--- src/rtl/cfm_defines.svh ---
/*
 Constants for the CAN transceiver fault monitor: register addresses,
 field positions, reset values and timing figures.
 Assumes inclusion by bare name from rtl/.
*/
`ifndef CFM_DEFINES_SVH
`define CFM_DEFINES_SVH

// ==========================================================
// Register addresses (3-bit address field of a serial byte)
`define CFM_ADDR_MODE_CTRL 3'h0
`define CFM_ADDR_CAN_STATUS 3'h1
`define CFM_ADDR_IO_STATUS 3'h2
`define CFM_ADDR_INT_ENABLE 3'h3
`define CFM_ADDR_INT_STATUS 3'h4
`define CFM_ADDR_INT_MASK 3'h5
`define CFM_ADDR_CAN_CTRL 3'h6

// ==========================================================
// Serial byte layout
`define CFM_BYTE_ADDR_MSB 7
`define CFM_BYTE_ADDR_LSB 5
`define CFM_BYTE_RW_BIT 4
`define CFM_BYTE_DATA_MSB 3

// ==========================================================
// CAN status fields
`define CFM_CAN_WAKE_BIT 0
`define CFM_CAN_OVERCUR_BIT 1
`define CFM_CAN_TXSTUCK_BIT 2
`define CFM_CAN_OVERTEMP_BIT 3

// Mode control fields
`define CFM_MODE_GLOBAL_FAILURE_FLAG_BIT 3
`define CFM_MODE_CAN_NORMAL_BIT 0

// IO status fields
`define CFM_IO_SUPPLY_LOW_BIT 2

// Interrupt enable fields
`define CFM_IE_CAN_FAIL_BIT 0
`define CFM_IE_SUPPLY_LOW_BIT 1
`define CFM_IE_SWITCH_OT_BIT 2
`define CFM_IE_MAIN_LOW_BIT 3

// ==========================================================
// Reset values
`define CFM_INT_ENABLE_RST 4'h0
`define CFM_INT_MASK_RST 4'h0
`define CFM_CAN_CTRL_RST 1'b0

// ==========================================================
// Timing
`define CFM_CLK_MHZ 250
`define CFM_TX_STUCK_US 360

`endif

--- src/rtl/cfm_pkg.sv ---
/*
 Types for the CAN transceiver fault monitor.
 Assumes nothing of its surroundings.
*/
package cfm_pkg;
  typedef logic [3:0] cfm_nib_t;
  typedef enum logic [2:0] {
    CFM_SH_IDLE = 3'b001,
    CFM_SH_SHIFT = 3'b010,
    CFM_SH_DONE = 3'b100
  } cfm_shift_e;
endpackage

--- src/rtl/cfm_fault_monitor.sv ---
/*
 CAN transceiver fault monitor: supply, transmit-stuck, driver thermal and
 overcurrent faults with latched flags, driver disable (not on overcurrent), global failure,
 selectable interrupts, and a serial byte register port.
 Assumes synchronous inputs on core_clk; analog comparators are outside.
*/
`timescale 1ns/1ps
`include "cfm_defines.svh"

module cfm_fault_monitor
  import cfm_pkg::*;
#(
  parameter int CLK_MHZ = `CFM_CLK_MHZ,
  parameter int TX_STUCK_US = `CFM_TX_STUCK_US,
  parameter int TX_STUCK_CYC = TX_STUCK_US * CLK_MHZ
)(
  // Clock and reset
  input wire logic core_clk,
  input wire logic nrst,
  // Register port
  input wire logic [2:0] reg_addr,
  input wire logic [3:0] reg_wdata,
  input wire logic reg_wr,
  input wire logic reg_rd,
  output logic [3:0] reg_rdata,
  // Serial byte port
  input wire logic spi_sel,
  input wire logic spi_sclk_rise,
  input wire logic spi_mosi,
  output logic spi_miso,
  // Analog and pin conditions
  input wire logic ballast_used,
  input wire logic secondary_supply_below,
  input wire logic primary_supply_uv,
  input wire logic tx_data,
  input wire logic driver_overtemp,
  input wire logic driver_overcurrent,
  input wire logic bus_wakeup_event,
  input wire logic switch_overtemp,
  input wire logic main_supply_input_low,
  // Outputs
  output logic can_driver_en,
  output logic reset_out,
  output logic irq
);

  initial
  begin
    if (CLK_MHZ < 1 || TX_STUCK_CYC < 2)
      $error("cfm_fault_monitor: unsupported timing parameters");
  end

  localparam int CW = $clog2(TX_STUCK_CYC + 1);
  localparam logic [CW-1:0] STUCK_LIM = CW'(TX_STUCK_CYC);

  // ==========================================================
  // Serial byte shifter
  cfm_shift_e sh_q, sh_d;
  logic [7:0] sh_byte_q;
  logic [2:0] sh_cnt_q;
  logic [3:0] sh_out_q;
  logic spi_miso_q;
  logic s_last;
  wire [7:0] s_next = {sh_byte_q[6:0], spi_mosi};
  assign s_last = (sh_q == CFM_SH_SHIFT) && spi_sclk_rise && (sh_cnt_q == 3'h7);

  always_comb
  begin
    sh_d = sh_q;
    unique case (sh_q)
      CFM_SH_IDLE: if (spi_sel) sh_d = CFM_SH_SHIFT;
      CFM_SH_SHIFT: if (!spi_sel) sh_d = CFM_SH_IDLE; else if (s_last) sh_d = CFM_SH_DONE;
      CFM_SH_DONE: if (!spi_sel) sh_d = CFM_SH_IDLE;
      default: sh_d = CFM_SH_IDLE;
    endcase
  end

  // Byte decoded on its eighth bit, MSB first
  wire s_go = s_last;
  wire [2:0] s_addr = s_next[`CFM_BYTE_ADDR_MSB:`CFM_BYTE_ADDR_LSB];
  wire s_wr = s_go && s_next[`CFM_BYTE_RW_BIT];
  wire s_rd = s_go && !s_next[`CFM_BYTE_RW_BIT];
  wire [3:0] s_data = s_next[`CFM_BYTE_DATA_MSB:0];

  // Merge both access paths; the plain port has priority
  wire acc_wr = reg_wr | (!reg_rd & s_wr);
  wire acc_rd = reg_rd | (!reg_wr & s_rd);
  wire [2:0] acc_addr = (reg_wr | reg_rd) ? reg_addr : s_addr;
  wire [3:0] acc_wdata = reg_wr ? reg_wdata : s_data;

  // ==========================================================
  // Fault detection
  logic [CW-1:0] stuck_cnt_q;
  logic tx_stuck_q;
  wire stuck_hit = !tx_data && (stuck_cnt_q == STUCK_LIM);
  wire stuck_now = !tx_data && (tx_stuck_q || stuck_hit);
  wire supply_low = ballast_used ? secondary_supply_below : primary_supply_uv;

  // ==========================================================
  // Registers
  cfm_nib_t can_stat_q, io_stat_q, int_en_q, int_stat_q, int_mask_q;
  logic global_failure_flag_q, can_normal_q, reset_q, drv_en_q, irq_q;
  cfm_nib_t rdata_q;

  wire rd_can = acc_rd && (acc_addr == `CFM_ADDR_CAN_STATUS);
  wire rd_io = acc_rd && (acc_addr == `CFM_ADDR_IO_STATUS);
  wire rd_mode = acc_rd && (acc_addr == `CFM_ADDR_MODE_CTRL);
  wire rd_int = acc_rd && (acc_addr == `CFM_ADDR_INT_STATUS);
  wire wr_ie = acc_wr && (acc_addr == `CFM_ADDR_INT_ENABLE);
  wire wr_mask = acc_wr && (acc_addr == `CFM_ADDR_INT_MASK);
  wire wr_ctrl = acc_wr && (acc_addr == `CFM_ADDR_CAN_CTRL);

  // Flag set wins over clear; a read clears only a gone fault
  wire [3:0] can_live;
  assign can_live[`CFM_CAN_WAKE_BIT] = bus_wakeup_event || !can_normal_q;
  assign can_live[`CFM_CAN_OVERCUR_BIT] = driver_overcurrent;
  assign can_live[`CFM_CAN_TXSTUCK_BIT] = stuck_now;
  assign can_live[`CFM_CAN_OVERTEMP_BIT] = driver_overtemp;
  wire [3:0] can_set;
  assign can_set[`CFM_CAN_WAKE_BIT] = bus_wakeup_event;
  assign can_set[`CFM_CAN_OVERCUR_BIT] = driver_overcurrent;
  assign can_set[`CFM_CAN_TXSTUCK_BIT] = stuck_now;
  assign can_set[`CFM_CAN_OVERTEMP_BIT] = driver_overtemp;
  wire [3:0] can_d = can_set | (can_stat_q & ~({4{rd_can}} & ~can_live));

  wire can_fail_ev = driver_overcurrent | stuck_now | driver_overtemp;
  wire [3:0] io_set = 4'(supply_low) << `CFM_IO_SUPPLY_LOW_BIT;
  wire [3:0] io_d = io_set | (io_stat_q & ~({4{rd_io}} & ~io_set));

  // Interrupt sources gated by the enable register
  wire [3:0] ev;
  assign ev[`CFM_IE_CAN_FAIL_BIT] = can_fail_ev;
  assign ev[`CFM_IE_SUPPLY_LOW_BIT] = supply_low;
  assign ev[`CFM_IE_SWITCH_OT_BIT] = switch_overtemp;
  assign ev[`CFM_IE_MAIN_LOW_BIT] = main_supply_input_low;
  wire [3:0] ev_en = ev & int_en_q;
  wire [3:0] ist_d = ev_en | (int_stat_q & ~{4{rd_int}});

  // Global failure: set by any CAN fault, cleared by mode register read
  wire global_failure_flag_d = can_fail_ev | (global_failure_flag_q & !rd_mode);

  // Driver off while stuck, hot or supply low; back as soon as clear
  wire drv_d = !stuck_now && !driver_overtemp && !supply_low;

  wire [3:0] rd_mux =
    (acc_addr == `CFM_ADDR_MODE_CTRL) ? {global_failure_flag_q, 2'b00, can_normal_q} :
    (acc_addr == `CFM_ADDR_CAN_STATUS) ? can_stat_q :
    (acc_addr == `CFM_ADDR_IO_STATUS) ? io_stat_q :
    (acc_addr == `CFM_ADDR_INT_ENABLE) ? int_en_q :
    (acc_addr == `CFM_ADDR_INT_STATUS) ? int_stat_q :
    (acc_addr == `CFM_ADDR_INT_MASK) ? int_mask_q :
    (acc_addr == `CFM_ADDR_CAN_CTRL) ? {3'b000, can_normal_q} : 4'h0;

  // ==========================================================
  // Stuck-dominant timer
  always_ff @(posedge core_clk or negedge nrst)
  begin
    if (!nrst)
    begin
      stuck_cnt_q <= '0;
      tx_stuck_q <= 1'b0;
    end
    else
    begin
      if (tx_data)
        stuck_cnt_q <= '0;
      else if (stuck_cnt_q != STUCK_LIM)
        stuck_cnt_q <= stuck_cnt_q + CW'(1);
      tx_stuck_q <= stuck_now;
    end
  end

  // ==========================================================
  // Shifter registers
  always_ff @(posedge core_clk or negedge nrst)
  begin
    if (!nrst)
    begin
      sh_q <= CFM_SH_IDLE;
      sh_byte_q <= 8'h00;
      sh_cnt_q <= 3'h0;
      sh_out_q <= 4'h0;
      spi_miso_q <= 1'b0;
    end
    else
    begin
      sh_q <= sh_d;
      if (sh_q != CFM_SH_SHIFT)
      begin
        sh_cnt_q <= 3'h0;
        sh_out_q <= can_stat_q;
      end
      else if (spi_sclk_rise)
      begin
        sh_byte_q <= s_next;
        sh_cnt_q <= sh_cnt_q + 3'h1;
        spi_miso_q <= sh_out_q[3];
        sh_out_q <= {sh_out_q[2:0], 1'b0};
      end
    end
  end

  // ==========================================================
  // Status and control registers
  always_ff @(posedge core_clk or negedge nrst)
  begin
    if (!nrst)
    begin
      can_stat_q <= 4'h0;
      io_stat_q <= 4'h0;
      int_en_q <= `CFM_INT_ENABLE_RST;
      int_stat_q <= 4'h0;
      int_mask_q <= `CFM_INT_MASK_RST;
      global_failure_flag_q <= 1'b0;
      can_normal_q <= `CFM_CAN_CTRL_RST;
    end
    else
    begin
      can_stat_q <= can_d;
      io_stat_q <= io_d;
      int_stat_q <= ist_d;
      global_failure_flag_q <= global_failure_flag_d;
      if (wr_ie)
        int_en_q <= acc_wdata;
      if (wr_mask)
        int_mask_q <= acc_wdata;
      if (wr_ctrl)
        can_normal_q <= acc_wdata[`CFM_MODE_CAN_NORMAL_BIT];
    end
  end

  // ==========================================================
  // Output flops
  always_ff @(posedge core_clk or negedge nrst)
  begin
    if (!nrst)
    begin
      rdata_q <= 4'h0;
      reset_q <= 1'b1;
      drv_en_q <= 1'b0;
      irq_q <= 1'b0;
    end
    else
    begin
      rdata_q <= reg_rd ? rd_mux : 4'h0;
      reset_q <= !ballast_used && primary_supply_uv;
      drv_en_q <= drv_d;
      irq_q <= |(ist_d & int_mask_q);
    end
  end

  assign reg_rdata = rdata_q;
  assign spi_miso = spi_miso_q;
  assign can_driver_en = drv_en_q;
  assign reset_out = reset_q;
  assign irq = irq_q;

endmodule

--- config.mk ---
export PLATFORM = sky130hd
export DESIGN_NAME = cfm_fault_monitor
export DESIGN_NICKNAME = d
export VERILOG_FILES = /design/src/rtl/cfm_pkg.sv /design/src/rtl/cfm_fault_monitor.sv
export VERILOG_INCLUDE_DIRS = /design/src /design/src/rtl
export SDC_FILE = /design/constraint.sdc
export NUM_CORES = 1
export LEC_CHECK = 0
export ABC_AREA = 1
export BUFFER_PORTS_ARGS = -buffer_cell sky130_fd_sc_hd__buf_2
export CORE_AREA = 2 2 76 132
export DETAILED_ROUTE_END_ITERATION = 10
export DIE_AREA = 0 0 78 134
export SYNTH_ARGS = -nofsm -noshare
export SYNTH_HDL_FRONTEND = slang
export SYNTH_SLANG_ARGS = --single-unit
--- constraint.sdc ---
create_clock -name core_clk -period 4 [get_ports core_clk]
set_clock_uncertainty 0.05 [all_clocks]
set_input_delay 0.6 -clock core_clk [delete_from_list [all_inputs] [get_ports core_clk]]
set_output_delay 0.6 -clock core_clk [all_outputs]
set_load 0.02 [all_outputs]
======== After elaboration in Yosys (flattened, before gate mapping) ========
Cells that the tools add are included.
storage, ports and cells
  register bits ........................... 65
  bits of input ports ..................... 23
  output and inout bits ................... 8
  word-level logic and storage cells ...... 117
cells by class
  add/subtract/negate cells ............... 2
  equality and inequality tests ........... 16
  multiplexer cells ....................... 22
  bitwise gates (word level) .............. 25
  reductions and logical operators ........ 34
operators by type and width
  cell                                                             count
  4-bit 2-to-1 mux                                                 10
  17-bit 2-to-1 mux                                                2
  4-bit bitwise AND                                                7
  3-bit 2-to-1 mux                                                 7
  17-bit by 1-bit adder with 17-bit output, second input constant  1
  17-bit == test, second input constant                            1
  17-bit != test, second input constant                            1
  1-bit logical AND                                                16
  4-bit NOT                                                        4
  3-bit == test, second input constant                             5
  1-bit zero test                                                  10
  3-bit by 2-bit == test with 1-bit output, second input constant  3
  3-bit case mux with 3 select lines                               1
  4-bit bitwise OR                                                 2
  3-bit by 1-bit == test with 1-bit output, second input constant  2
  1-bit bitwise OR                                                 6
  2-bit != test, second input constant                             2
  3-bit NOT with 4-bit output                                      1
  3-bit by 4-bit bitwise OR with 4-bit output                      1
  2-bit nonzero test                                               2
  4-bit OR reduction                                               1
  3-bit by 1-bit adder with 3-bit output, second input constant    1
  1-bit bitwise AND                                                3
  3-bit zero test                                                  1
  7 further kinds                                                  9

======== Longest topological paths before layout ========
  depth after elaboration ................. 12
  mapped depth ............................ 13
  gate-level depth less buffers ........... 13

======== Worst setup path after synthesis ========
OpenSTA, ideal clock, no wires.
  path kind ............................... input port to flip-flop
  start ................................... input port reg_wr
  end ..................................... register io_stat_q[2]
  library setup time ...................... 0.136 ns
  data arrival time ....................... 1.541 ns
  data required time ...................... 3.814 ns
  slack ................................... 2.274 ns
  stages on the path ...................... 7
  buffers on the path ..................... 1
  cells stage by stage .................... buf_6 -> o21ai_2 -> nand2_4 -> inv_2 -> nand2_1 -> nor3_1 -> o21ai_0
on the way
  longest elaborated chain between the ends .. 8
  elaborated cells on any way between the ends .. 11
  classes of those cells .................. eq/ne (1); mux (1); bitwise (7); reduce/logical (2)
ends and longest elaborated chain
  item                                                                                    line                                              RTL
  start: declaration                                                                      cfm_fault_monitor.sv:23                           input wire logic reg_wr,
  1-bit bitwise OR or 1-bit zero test (tied branches)                                     cfm_fault_monitor.sv:88, cfm_fault_monitor.sv:87
  3-bit 2-to-1 mux or 1-bit bitwise AND (tied branches)                                   cfm_fault_monitor.sv:88, cfm_fault_monitor.sv:87
  3-bit by 2-bit == test with 1-bit output (no line) or 1-bit bitwise OR (tied branches)  --
  1-bit logical AND (*)                                                                   cfm_fault_monitor.sv:106                          wire rd_io = acc_rd && (acc_addr == `CFM_ADDR_IO_STATUS);
  4-bit bitwise AND (*)                                                                   cfm_fault_monitor.sv:128                          wire [3:0] io_d = io_set | (io_stat_q & ~({4{rd_io}} & ~io_set));
  4-bit NOT (*)                                                                           cfm_fault_monitor.sv:128
  4-bit bitwise AND (*)                                                                   cfm_fault_monitor.sv:128
  3-bit by 4-bit bitwise OR with 4-bit output (*)                                         cfm_fault_monitor.sv:128
  via io_d[2]                                                                             cfm_fault_monitor.sv:128
  end signal: assignment                                                                  cfm_fault_monitor.sv:220                          io_stat_q <= io_d;
  end: declaration                                                                        cfm_fault_monitor.sv:101                          cfm_nib_t can_stat_q, io_stat_q, int_en_q, int_stat_q, int_mask_q;
The timed path passes the listed nets; every way through them passes the cells marked *.
A chain may end at the register's enable or synchronous reset.

======== Worst setup path after layout ========
  start ................................... register sh_q[2]
  end ..................................... register int_en_q[0]
on the way
  longest elaborated chain between the ends .. 7
ends and longest elaborated chain
  item                                      line                      RTL
  start: declaration                        cfm_fault_monitor.sv:58   cfm_shift_e sh_q, sh_d;
  start signal: assignment                  cfm_fault_monitor.sv:179  sh_q <= CFM_SH_IDLE;
  start signal: assignment                  cfm_fault_monitor.sv:187  sh_q <= sh_d;
  3-bit by 2-bit == test with 1-bit output  cfm_fault_monitor.sv:65   assign s_last = (sh_q == CFM_SH_SHIFT) && spi_sclk_rise && (sh_cnt_q == 3'h7);
  1-bit logical AND (2 in a row)            cfm_fault_monitor.sv:65
  1-bit logical AND                         cfm_fault_monitor.sv:81   wire s_wr = s_go && s_next[`CFM_BYTE_RW_BIT];
  1-bit bitwise AND                         cfm_fault_monitor.sv:86   wire acc_wr = reg_wr | (!reg_rd & s_wr);
  1-bit bitwise OR                          cfm_fault_monitor.sv:86
  1-bit logical AND                         cfm_fault_monitor.sv:109  wire wr_ie = acc_wr && (acc_addr == `CFM_ADDR_INT_ENABLE);
  end signal: assignment                    cfm_fault_monitor.sv:211  int_en_q <= `CFM_INT_ENABLE_RST;
  end signal: assignment                    cfm_fault_monitor.sv:224  int_en_q <= acc_wdata;
  end: declaration                          cfm_fault_monitor.sv:101
No other way between the ends.

==> flow_summary.ini <==
[run_status]
outcome = completed

[synth]
ys_ff_latch = 65
synth-edff-count = 0
synth_cells = 395
synth_top_area_cell = dfrtp_1
synth-main-ff-cell = dfrtp_1
synthTopCellsByArea = dfrtp_1 (49%), nand2_1 (11%), inv_1 (6.5%)
ys_types = 34
yosys_warnings = 0
ys_async_sr_fraction_pct = 100
syn_area_mm2 = 0.00322
syn-num-nets = 422
ys_seq_area_share_pct = 50.5
avgSynthCellArea_um2 = 8.16
yosys.area.top_type_share_pct = 48.9

[cts]
h-tree-depth = 3
ctsHoldBuffers = 0
root_buffer = clkbuf_16
cts.sinks = 65
cts-resized-gates = 0
cts_max_path_buffers = 2
clk_pin_slew_ns = 0.05
cts_tree = yes
insertion_delay_ns = 0.33
numCtsBuffers = 9
cts_setup_buffers = 0

[drt]
drt_iter0_markers = 172
first_pass_iters = 4
vias = 2613
ant_nets = 0
drc = 0
avgViaCountPerCell = 4.65
wire_per_inst_um = 13.1
postRouteWirelength_um = 7350

[worst_setup_path]
cp.arrival_ns = 2.04
start_kind = register
rrSetupSlack_ns = 2.11
critical_path_required_ns = 4.15
regToRegEndpoint = int_en_q[0]$_DFFE_PN0P_
reg2reg_depth = 10
path_buf_inv = 2
crit_fanout = 17
crit_slowest_cell = dfrtp_1
crit_family = simple AND/OR/NAND/NOR gates
reg2reg_from = sh_q[2]$_DFFE_PN0P_
worstSetupPathType = register to register
crit_chain = inv_1 -> nand3_4 -> nor2_4 -> nand2_1 -> nor2_1 -> a21oi_1 -> nor2_4 -> inv_2 -> nand2_1 -> o21ai_1
max_stage_delay_ns = 0.39
crit_path_end_kind = register

[place]
port_buffers = 30
dpl_cell_area_mm2 = 0.00352
dp_hpwl_um = 5750
place_congestion = 0.841
dp.cells = 546

[power]
power_w = 0.00221
p_sw_w = 0.000664
seqPwrFrac_pct = 40.7
p_leak_nw = 1.90
p_int_w = 0.00154
power_switching_share_pct = 30.1
pwr_density_cell_mw_per_mm2 = 573
power.clock.fraction_pct = 38.4
combPwrFrac_pct = 20.9
ir_worst_vdd_mv = 0.211

[layout]
largest_reg_flops = 17
areaGrowthSynthToFinish_pct = 19.5
fin_nets = 462
finalNonFillerCells = 562
diodes = 0
reg_top3 = stuck_cnt_q (17), sh_byte_q (7)
final_util_pct = 41.0
drive_above_1_share_pct = 18.6
largest_register = stuck_cnt_q
design_area_mm2 = 0.00385

[floorplanning]
row_count = 47
pin_count = 31
start_util_pct = 34.3
core-area_mm2 = 0.00941
die_h_um = 134
dieArea_mm2 = 0.0105
die_w_um = 78

[sta]
fmax_mhz = 529
rsz0062_at_grt = false
timing.final.crit_share_pct = 47.3
layout_min_cycle_time_ns = 1.89
setup_viol = 0
relSlewSlack_pct = 49.0
maxSlewViolCount = 0
worst_slew_pin_slew_ns = 0.766
tns_ns = 0
hold_viol = 0

[grt]
grt_pass1_wl_um = 12600
track_usage_pct = 15.5
grt_pass1_vias = 2798
grt_use_met2_pct = 28.5
antenna_found_initial = 0
top_usage_layer = met2
met3_usage_pct = 3.57
grt_util_met1_pct = 15.9
grt_overflow = 0
grt_max_degree = 35

[run]
drv_cap = 0

[worst_hold_path]
worst_hold_path_type = input pin to asynchronous set/reset pin
==> cell families after synthesis <==
| group | count (synthesis) | synth area share, % |
|---|---|---|
| simple gates | 189 | 27.5 |
| compound gates | 72 | 12.3 |
| flops | 65 | 50.5 |
| buf+inv | 63 | 7.57 |
| fa+ha+maj | 4 | 1.55 |
| xor+xnor | 1 | 0.272 |
| mux | 1 | 0.310 |
==> placed cells by master, fill, tap and decap left out, types with 2 or more instances in the layout <==
cell       count
clkbuf_8       2
dfstp_2        2
a22o_1         2
ha_1           4
nand2_1       92
o21ai_0       32
a21oi_1       25
buf_2         30
nor3_1         7
nand3_1       12
nand2_2        7
bufinv_16      2
nor2_1        43
clkbuf_16      9
inv_1         56
buf_4          2
o31ai_1        2
inv_2          4
o21ai_2        2
o21ai_1        3
clkinv_2       2
nor2_4         5
o211ai_1       3
nand2_4        4
nand3b_1       2
dfrtp_1       63
nor2_2         7
nand4_1        5
==> power by group through the flow <==
stage                     Clock [W]  Combinational [W]  Sequential, W
final                      0.000847           0.000461       0.000898
after global routing       0.000894           0.000535       0.000920
after CTS                  0.000867           0.000471       0.000901
after detailed placement          0           0.000466       0.000911
after global placement            0           0.000457       0.000908
after floorplan                   0           0.000316       0.000906
==> worst register-to-register path, delay by kind of cell, from the launching register on <==
kind | cells | cell delay (ns)
AOI/OAI and AO/OA | 2 | 0.22
buffers and inverters | 2 | 0.18
DFF | 1 | 0.39
and+or+nand+nor | 6 | 0.93
==> cell usage after synthesis, types with 3 or more instances <==
master    count
inv_1        56
inv_2         4
a21oi_1      25
dfrtp_1      63
nand2_2       7
nand2_4       4
nor2_2        7
ha_1          4
nor3_1        7
o21ai_1       3
nand4_1       5
nor2_1       43
o211ai_1      3
nor2_4        5
o21ai_0      32
nand3_1      12
nand2_1      92
==> metal layers <==
metal / vias to the layer above / wire length, um
li1: 1342 / -
met1: 1212 / 2880
met2: 44 / 4070
met3: 15 / 184
met4: 0 / 212
met5: - / 0
==> cell type report <==
cell class	count	area [um2]
inverters	60	225
clock buffers	11	253
repair buffers	32	165
well taps	122	153
clock inverters	5	77.6
flip-flops and latches	65	1630
multi-input cells	267	1350
fillers	955	5560
==> worst max path at each step <==
stage | startpoint | endpoint | slack [ns] | cells past startpoint
2_1_floorplan | reg_wr | io_stat_q[2]$_DFF_PN0_ | 2.27 | 7
3_3_place_gp | reg_wr | io_stat_q[2]$_DFF_PN0_ | 1.91 | 8
3_5_place_dp | reg_wr | io_stat_q[2]$_DFF_PN0_ | 1.88 | 8
4_1_cts | sh_q[2]$_DFFE_PN0P_ | int_en_q[0]$_DFFE_PN0P_ | 2.09 | 10
5_1_grt | sh_q[2]$_DFFE_PN0P_ | int_en_q[0]$_DFFE_PN0P_ | 1.88 | 10
6_report | sh_q[2]$_DFFE_PN0P_ | int_en_q[0]$_DFFE_PN0P_ | 2.11 | 10
==> stage by stage <==
step | hold WS [ns] | setup WS [ns]
2_1_floorplan | 0.254 | 2.27
3_3_place_gp | 0.412 | 1.91
3_5_place_dp | 0.417 | 1.88
4_1_cts | 0.317 | 2.09
5_1_grt | 0.356 | 1.88
6_report | 0.297 | 2.11
No activity file was read; power rests on OpenSTA's default activity.
